==> src/rtl/frws_pkg.sv <==
// Constants and carrier types of the flash row write sequencer
//
// Overview of operation
// Flash is programmed only as whole rows of 32 words, that is 64 bytes.
// No word or byte goes to flash directly; every program passes through the holding row.
// Sixty-four byte-wide holding registers, loaded by table writes, supply the row data.
// The staging latch is one byte, so a full row takes up to 64 table writes.
// A table write is a short write that updates one holding register and never the array.
// After loading, the core writes the control register to launch the long write.
// Instruction execution is held off for the whole long write.
// The long write ends when the on-chip programming timer runs out.
// Every holding register reads FFh after reset and after each finished write.
// A holding register at FFh leaves its flash byte unchanged.
// Programming only clears bits; a zero in the array never becomes one.
// The core may start a write after loading only the holding registers it changes.
// A start counts only after the key bytes 55h then 0AAh; otherwise it is ignored.
// The stall lasts the whole timed row write of about 2 ms.
// The core keeps the row pointer inside the target row before starting.
// The core sets write enable, selects program memory and clears config select first.
// The start bit clears itself when the timer ends the long write.
package frws_pkg;

   // ------------------------------------------------------------
   // Row geometry
   // ------------------------------------------------------------
   localparam int ROW_WORDS = 32;
   localparam int ROW_BYTES = 2 * ROW_WORDS;
   localparam int IDX_W = 6;
   localparam int PTR_W = 22;
   localparam int ROW_W = PTR_W - IDX_W;
   localparam logic [7:0] HOLD_ERASED = 8'hff;

   // ------------------------------------------------------------
   // Control register fields and unlock keys
   // ------------------------------------------------------------
   localparam int CTRL_PGM_SEL_BIT = 7;
   localparam int CTRL_CFG_SEL_BIT = 6;
   localparam int CTRL_WRITE_ENABLE_BIT_BIT = 2;
   localparam int CTRL_START_BIT = 1;
   localparam logic [7:0] CTRL_RST = 8'h00;
   localparam logic [7:0] CTRL_SW_MASK = 8'hc4;
   localparam logic [7:0] KEY_FIRST = 8'h55;
   localparam logic [7:0] KEY_SECOND = 8'haa;

   // ------------------------------------------------------------
   // Programming time
   // ------------------------------------------------------------
   localparam int PROG_TIME_NS = 2000000;
   localparam int CLK_PERIOD_NS = 5;
   localparam int PROG_CYCLES = PROG_TIME_NS / CLK_PERIOD_NS;

   // ------------------------------------------------------------
   // Carriers
   // ------------------------------------------------------------
   typedef struct packed {
      logic stb;
      logic [PTR_W-1:0] ptr;
      logic [7:0] data;
   } frws_tw_t;

   typedef struct packed {
      logic ctrl_stb;
      logic key_stb;
      logic [7:0] data;
   } frws_reg_wr_t;

endpackage : frws_pkg

==> src/rtl/frws_hold_buf.sv <==
// Row holding buffer: one byte per table write, bulk return to erased value
`timescale 1ns/10ps
module frws_hold_buf #(
   parameter int DEPTH = frws_pkg::ROW_BYTES,
   parameter int AW = frws_pkg::IDX_W
) (
   // Clock and reset
   input wire logic clk_i,
   input wire logic rstn_i,
   // Byte write port
   input wire logic wr_i,
   input wire logic [AW-1:0] idx_i,
   input wire logic [7:0] data_i,
   // Bulk erase after a finished write
   input wire logic erase_i,
   // Whole row, byte 0 in the low bits
   output logic [8*DEPTH-1:0] row_o
);
   import frws_pkg::*;

   logic [7:0] mem_r [DEPTH];

   // ------------------------------------------------------------
   // Storage
   // ------------------------------------------------------------
   always_ff @(posedge clk_i) begin
      if (!rstn_i || erase_i) begin
         for (int i = 0; i < DEPTH; i++) begin
            mem_r[i] <= HOLD_ERASED;
         end
      end else if (wr_i) begin
         mem_r[idx_i] <= data_i;
      end
   end

   genvar g;
   generate
      for (g = 0; g < DEPTH; g++) begin : g_pack
         assign row_o[8*g +: 8] = mem_r[g];
      end
   endgenerate

endmodule : frws_hold_buf

==> src/rtl/frws_prog_timer.sv <==
// Programming timer: counts out one long write and flags its end
`timescale 1ns/10ps
module frws_prog_timer #(
   parameter int CYCLES = frws_pkg::PROG_CYCLES
) (
   // Clock and reset
   input wire logic clk_i,
   input wire logic rstn_i,
   // Control
   input wire logic start_i,
   // Status
   output logic busy_o,
   output logic done_o
);
   import frws_pkg::*;

   localparam int CW = $clog2(CYCLES + 1);
   localparam logic [CW-1:0] LOAD = CW'(CYCLES - 1);

   logic [CW-1:0] cnt_r;
   logic run_r;

   // ------------------------------------------------------------
   // Down counter
   // ------------------------------------------------------------
   assign done_o = run_r && (cnt_r == '0);
   assign busy_o = run_r;

   always_ff @(posedge clk_i) begin
      if (!rstn_i) begin
         run_r <= 1'b0;
         cnt_r <= '0;
      end else if (start_i && !run_r) begin
         run_r <= 1'b1;
         cnt_r <= LOAD;
      end else if (done_o) begin
         run_r <= 1'b0;
      end else if (run_r) begin
         cnt_r <= cnt_r - 1'b1;
      end
   end

endmodule : frws_prog_timer

==> src/rtl/frws_top.sv <==
// Flash row write sequencer: holding row, unlock keys, timed long write
`timescale 1ns/10ps
module frws_top #(
   parameter int PROG_CYCLES = frws_pkg::PROG_CYCLES
) (
   // Clock and reset
   input wire logic REF_CLK_I,
   input wire logic RSTN_I,
   // Table write from the core
   input frws_pkg::frws_tw_t TW_I,
   // Control and key register writes from the core
   input frws_pkg::frws_reg_wr_t REG_WR_I,
   // Control register read back
   output logic [7:0] CTRL_O,
   // Core stall
   output logic STALL_O,
   // Flash array program port
   output logic PROG_O,
   output logic [frws_pkg::ROW_W-1:0] PROG_ROW_O,
   output logic [8*frws_pkg::ROW_BYTES-1:0] PROG_CLR_O
);
   import frws_pkg::*;

   // ------------------------------------------------------------
   // Types and state
   // ------------------------------------------------------------
   typedef enum logic [1:0] {
      KEY_LOCKED,
      KEY_HALF,
      KEY_OPEN
   } frws_key_t;

   typedef enum logic {
      ST_IDLE,
      ST_PROG
   } frws_st_t;

   frws_key_t key_r;
   frws_key_t key_nxt;
   frws_st_t st_r;
   frws_st_t st_nxt;

   logic [7:0] ctrl_r;
   logic [7:0] ctrl_nxt;
   logic stall_r;
   logic prog_r;
   logic [ROW_W-1:0] row_r;
   logic [8*ROW_BYTES-1:0] clr_r;

   logic [8*ROW_BYTES-1:0] hold_row;
   logic tmr_busy;
   logic tmr_done;

   // ------------------------------------------------------------
   // Request decode
   // ------------------------------------------------------------
   // Table writes arriving during a long write are dropped; the core
   // is stalled then, so only a misbehaving master can hit this.
   wire tw_acc = TW_I.stb && (st_r == ST_IDLE);
   wire [IDX_W-1:0] tw_idx = TW_I.ptr[IDX_W-1:0];
   wire ctrl_wr = REG_WR_I.ctrl_stb && (st_r == ST_IDLE);
   wire key_wr = REG_WR_I.key_stb && (st_r == ST_IDLE);
   wire [7:0] wdata = REG_WR_I.data;

   wire req_start = ctrl_wr && wdata[CTRL_START_BIT];
   wire setup_ok = wdata[CTRL_WRITE_ENABLE_BIT_BIT] && wdata[CTRL_PGM_SEL_BIT]
                   && !wdata[CTRL_CFG_SEL_BIT];
   wire start_acc = req_start && setup_ok && (key_r == KEY_OPEN);
   wire prog_end = (st_r == ST_PROG) && tmr_done;

   // ------------------------------------------------------------
   // Holding buffer and timer
   // ------------------------------------------------------------
   frws_hold_buf #(
      .DEPTH(ROW_BYTES),
      .AW(IDX_W)
   ) i_frws_hold_buf (
      .clk_i(REF_CLK_I),
      .rstn_i(RSTN_I),
      .wr_i(tw_acc),
      .idx_i(tw_idx),
      .data_i(TW_I.data),
      .erase_i(prog_end),
      .row_o(hold_row)
   );

   frws_prog_timer #(
      .CYCLES(PROG_CYCLES)
   ) i_frws_prog_timer (
      .clk_i(REF_CLK_I),
      .rstn_i(RSTN_I),
      .start_i(start_acc),
      .busy_o(tmr_busy),
      .done_o(tmr_done)
   );

   // ------------------------------------------------------------
   // Unlock key sequence
   // ------------------------------------------------------------
   // Any control write consumes the unlock, so a second start needs
   // a fresh key pair; a wrong key byte relocks.
   always_comb begin
      key_nxt = key_r;
      if (ctrl_wr) begin
         key_nxt = KEY_LOCKED;
      end else if (key_wr) begin
         if (wdata == KEY_FIRST) begin
            key_nxt = KEY_HALF;
         end else if (wdata == KEY_SECOND && key_r == KEY_HALF) begin
            key_nxt = KEY_OPEN;
         end else begin
            key_nxt = KEY_LOCKED;
         end
      end
   end

   // ------------------------------------------------------------
   // Control register
   // ------------------------------------------------------------
   // Software writes only the select and enable bits; the start bit is
   // set by an accepted request and cleared only by the timer.
   always_comb begin
      ctrl_nxt = ctrl_r;
      if (ctrl_wr) begin
         ctrl_nxt = (ctrl_r & ~CTRL_SW_MASK) | (wdata & CTRL_SW_MASK);
      end
      if (start_acc) begin
         ctrl_nxt[CTRL_START_BIT] = 1'b1;
      end
      if (prog_end) begin
         ctrl_nxt[CTRL_START_BIT] = 1'b0;
      end
   end

   // ------------------------------------------------------------
   // Long write sequence
   // ------------------------------------------------------------
   always_comb begin
      st_nxt = st_r;
      case (st_r)
         ST_IDLE: begin
            if (start_acc) begin
               st_nxt = ST_PROG;
            end
         end
         ST_PROG: begin
            if (prog_end) begin
               st_nxt = ST_IDLE;
            end
         end
         default: begin
            st_nxt = ST_IDLE;
         end
      endcase
   end

   always_ff @(posedge REF_CLK_I) begin
      if (!RSTN_I) begin
         key_r <= KEY_LOCKED;
         st_r <= ST_IDLE;
         ctrl_r <= CTRL_RST;
      end else begin
         key_r <= key_nxt;
         st_r <= st_nxt;
         ctrl_r <= ctrl_nxt;
      end
   end

   // Stall and array strobe follow the state so both span the whole
   // timed write and drop together at the edge that ends the timer's last cycle.
   always_ff @(posedge REF_CLK_I) begin
      if (!RSTN_I) begin
         stall_r <= 1'b0;
         prog_r <= 1'b0;
      end else begin
         stall_r <= (st_nxt == ST_PROG);
         prog_r <= (st_nxt == ST_PROG);
      end
   end

   // The array is told which bits to clear, never which to set: an
   // erased holding byte asks for nothing and a zero cannot rise.
   always_ff @(posedge REF_CLK_I) begin
      if (!RSTN_I) begin
         row_r <= '0;
         clr_r <= '0;
      end else if (start_acc) begin
         row_r <= TW_I.ptr[PTR_W-1:IDX_W];
         clr_r <= ~hold_row;
      end else if (prog_end) begin
         clr_r <= '0;
      end
   end

   assign CTRL_O = ctrl_r;
   assign STALL_O = stall_r;
   assign PROG_O = prog_r;
   assign PROG_ROW_O = row_r;
   assign PROG_CLR_O = clr_r;

   localparam logic [7:0] CTRL_RD_MASK = CTRL_SW_MASK | (8'h01 << CTRL_START_BIT);

   // A long write spans far more cycles than a repetition may count,
   // so its length is judged on this counter instead.
   int stall_cnt;
   always_ff @(posedge REF_CLK_I) begin
      if (!RSTN_I || !stall_r) begin
         stall_cnt <= 0;
      end else begin
         stall_cnt <= stall_cnt + 1;
      end
   end
endmodule : frws_top

==> config.mk <==
export PLATFORM = sky130hd
export DESIGN_NAME = frws_top
export DESIGN_NICKNAME = d
export VERILOG_FILES = /design/src/rtl/frws_pkg.sv /design/src/rtl/frws_hold_buf.sv /design/src/rtl/frws_prog_timer.sv /design/src/rtl/frws_top.sv
export SDC_FILE = /design/constraint.sdc
export NUM_CORES = 2
export LEC_CHECK = 0
export BUFFER_PORTS_ARGS = -buffer_cell sky130_fd_sc_hd__buf_2
export CAP_MARGIN = 20
export CORE_ASPECT_RATIO = 1.2
export CORE_MARGIN = 4
export CORE_UTILIZATION = 53
export CTS_BUF_LIST = sky130_fd_sc_hd__clkbuf_8 sky130_fd_sc_hd__clkbuf_16
export DETAILED_ROUTE_END_ITERATION = 7
export GPL_TIMING_DRIVEN = 0
export PLACE_DENSITY_LB_ADDON = 0.15
export SYNTH_ARGS = -nofsm -noshare
export SYNTH_HDL_FRONTEND = slang
export SYNTH_HIERARCHICAL = 1
export SYNTH_SLANG_ARGS = --single-unit
==> constraint.sdc <==
create_clock -name REF_CLK_I -period 3.8 [get_ports REF_CLK_I]
set_input_delay 0.38 -clock REF_CLK_I [delete_from_list [all_inputs] [get_ports REF_CLK_I]]
set_output_delay 0.38 -clock REF_CLK_I [all_outputs]
set_load 0.02 [all_outputs]
==> flow_summary.json <==
{
  "cts_root_buf": "clkbuf_16",
  "holdPathEnd": "key_r[0]",
  "clockBufferDepth": 3,
  "worstPathMaxFanout": 10,
  "routed_wl_um": 152000,
  "io_pins": 581,
  "finalClockSkew_ns": 0.0236,
  "whs_path_depth": 3,
  "most-common-layout-cells": "1003 x nand3_1, 657 x buf_2, 555 x dfxtp_1, 531 x mux2i_1, 518 x nand2b_1",
  "run_status": "finished clean",
  "fillers": 6914,
  "io_buffer_count": 575,
  "gr-usage-all-layers_pct": 31.9,
  "cts.sinks": 1067,
  "drtIter0Drc": 3397,
  "maxCapViolCount": 0,
  "synth_cells": 3929,
  "ys_types": 73,
  "rsz0062_at_grt": "true",
  "synth_warnings": 6,
  "leakage_uw": 0.0201,
  "hold_viol": 0,
  "worstMarginPinSlew_ns": 1.24,
  "die-area_um2": 91800,
  "viasPerCell": 5.87,
  "wl_per_cell_um": 25.7,
  "worstSkewPairLatency_ns": 0.69,
  "vdd_drop_max_mv": 0.337,
  "final-instance-count-excl-fill": 5919,
  "post-synth-top-area-fraction_pct": 33.3,
  "synth_edf_count": 512,
  "nNetsFinal": 4728,
  "cts_tree": "built",
  "ys_ff_latch": 1067,
  "dp_cells": 5685,
  "core-area_um2": 86400,
  "r2r_slack_ns": 0.007,
  "grt_pass1_wl_um": 219000,
  "max-slew-margin-rel_pct": 17.3,
  "synth_ff_type": "dfxtp_1",
  "syn_to_final_growth_pct": 20.0,
  "layout-drive-gt1-share_pct": 23.3,
  "first_pass_iters": 5,
  "h-tree-depth": 3,
  "vias": 34800,
  "initial_core_util_pct": 53.4,
  "crit_required_ns": 4.10,
  "cp.arrival_ns": 4.09,
  "grt_remaining_overflow": 0,
  "holdCritPathClass": "input port to flop",
  "cp-start-kind": "flop",
  "grt_pass1_vias": 33600,
  "path_clk_slew_ns": 0.06,
  "async_flop_share_pct": 0,
  "fin_setup_tns_ns": 0,
  "fmax_mhz": 264,
  "syn_area_per_cell_um2": 11.7,
  "final_common_cell": "nand3_1",
  "antenna_found_initial": 16,
  "routabilityCongestion": 0.933,
  "netlist_area_um2": 46100,
  "crit_type": "flop to flop",
  "timing.rr.start": "i_frws_prog_timer/cnt_r[0]",
  "finalCritPeriodShare_pct": 99.8,
  "final_max_slew_viol_count": 0,
  "reg2reg_to": "i_frws_hold_buf/mem_r[22][5]",
  "min_from": "REG_WR_I[8]",
  "ys_seq_area_share_pct": 57.4,
  "grt_max_degree": 15,
  "route.detailed.drc": 0,
  "power_density_nw_per_um2": 438,
  "ys_top_cells_by_area": "edfxtp_1 33%, dfxtp_1 24%, mux2i_1 12%, nand3_1 11%, nand2b_1 7.0%",
  "cp-end-kind": "flop",
  "die_y_um": 331,
  "die_x_um": 277,
  "finalCriticalPeriod_ns": 3.79,
  "cts_buffers": 105,
  "rr_worst_depth": 13,
  "yosysTopAreaCell": "edfxtp_1",
  "dp_hpwl_um": 114000,
  "ant_nets": 0,
  "setup_viol": 0,
  "rows": 118
}
[layer usage]
layer | part of all wire (%) | track usage, % | vias up
met1 | 38 | 40.3 | 17000
met2 | 47 | 52.7 | 1708
met4 | 4.8 | 14.6 | 16
li1 | - | - | 15700
met3 | 9.3 | 7.05 | 319
met5 | 0.058 | 0 | -
[registers in the layout, indices dropped and copies added (netlist names)]
signal / flops
CTRL_O: 4
PROG_CLR_O: 512
PROG_O: 1
PROG_ROW_O: 16
i_frws_hold_buf/mem_r: 512
i_frws_prog_timer/busy_o: 1
i_frws_prog_timer/cnt_r: 19
key_r: 2
[per-stage QoR]
stage | area, um2 | util (%) | total power (uW) | worst slack, ns | hold WS (ns)
2_1_floorplan | 46100 | - | 13400 | 0.121 | 0.445
3_3_place_gp | 50400 | 58.4 | 13900 | -1.71 | 0.440
3_5_place_dp | 50700 | 58.7 | 13900 | -1.49 | 0.445
4_1_cts | 55000 | 63.7 | 24300 | -0.0519 | 0.0314
5_1_grt | 55300 | 64.0 | 24900 | -0.130 | 0.0778
6_report | 55300 | 64.1 | 24200 | 0.00691 | 0.0500
[critical path: stages, from the launching register on]
cell        delay, ns
dfxtp_1          0.38
inv_1            0.09
ha_1             0.23
or2b_2           0.20
nor3_2           0.06
clkbuf_4         0.14
and4_1           0.20
nand2_1          0.15
buf_6            0.18
buf_4            0.21
clkinvlp_4       0.25
buf_4            0.23
nand3b_1         0.26
o31ai_2          0.80
[worst max path at each step]
stage	start	to	slack [ns]	cells past startpoint
2_1_floorplan	i_frws_prog_timer/cnt_r[0]	i_frws_hold_buf/mem_r[38][0]	0.12	14
3_3_place_gp	i_frws_prog_timer/cnt_r[0]	i_frws_hold_buf/mem_r[2][0]	-1.71	14
3_5_place_dp	i_frws_prog_timer/cnt_r[0]	i_frws_hold_buf/mem_r[62][4]	-1.49	14
4_1_cts	i_frws_prog_timer/cnt_r[0]	i_frws_hold_buf/mem_r[20][7]	-0.05	13
5_1_grt	i_frws_prog_timer/cnt_r[0]	i_frws_hold_buf/mem_r[20][7]	-0.13	13
6_report	i_frws_prog_timer/cnt_r[0]	i_frws_hold_buf/mem_r[22][5]	0.007	13
[cells in the mapped netlist, drive strengths merged (2+ instances only)]
cell type and n:
nor4b 33, clkbuf 262, inv 8, nor2b 7, dfxtp 555, and4b 20, o221a 2, ha 2
edfxtp 512, a21oi 11, and4bb 18, nand4b 4, a211oi 2, or4 34, nand3 1004, or3b 4
nor3b 2, a31oi 5, buf 181, mux2i 531, a311o 3, or3 7, o211a 2, o211ai 2
a31o 2, nand3b 7, nand2b 519, nor4 14, nor3 9, and4 3, nand2 43, nor4bb 15
nand4 2, nor2 11, o31ai 63, o21ai 6, o31a 3, nand4bb 2, a41o 5, o41ai 2
[final cells by class]
type	instances	area, um2	area share [%]
flip-flops and latches	1067	26500	47.9
plain buffers	443	2990	5.41
diodes	6	15.0	0.0271
clock inverters	71	485	0.877
well taps	1140	1430	2.58
clock buffers	126	2970	5.37
repair buffers	645	3540	6.41
multi-input cells	2413	17400	31.4
inverters	8	33.8	0.0611
[logic make-up after synthesis]
family                   synth area share [%]
AO/OA/AOI/OAI                            1.91
adder cells (fa/ha/maj)                0.0543
buffers and inverters                    6.22
flip-flops                               57.4
multiplexers                             11.5
other                                 0.00813
AND/OR/NAND/NOR                          22.9
[power breakdown]
part           switching (uW)  internal (uW)  total [uW]  leakage [uW]
clock                    4510           5890       10400       0.00180
sequential               91.2          12300       12400       0.00963
combinational             998            428        1430       0.00870
[what timing repair did]
| action | in CTS | in global routing |
|---|---|---|
| resized for setup | 140 | 68 |
| hold buffers | 19 | 0 |
| pin swaps | 7 | 8 |
| buffers inserted | 8 | 3 |
| setup endpoints to repair | 1043 | 694 |
| hold endpoints to repair | 19 | 0 |
(Power assumes the default switching activity.)
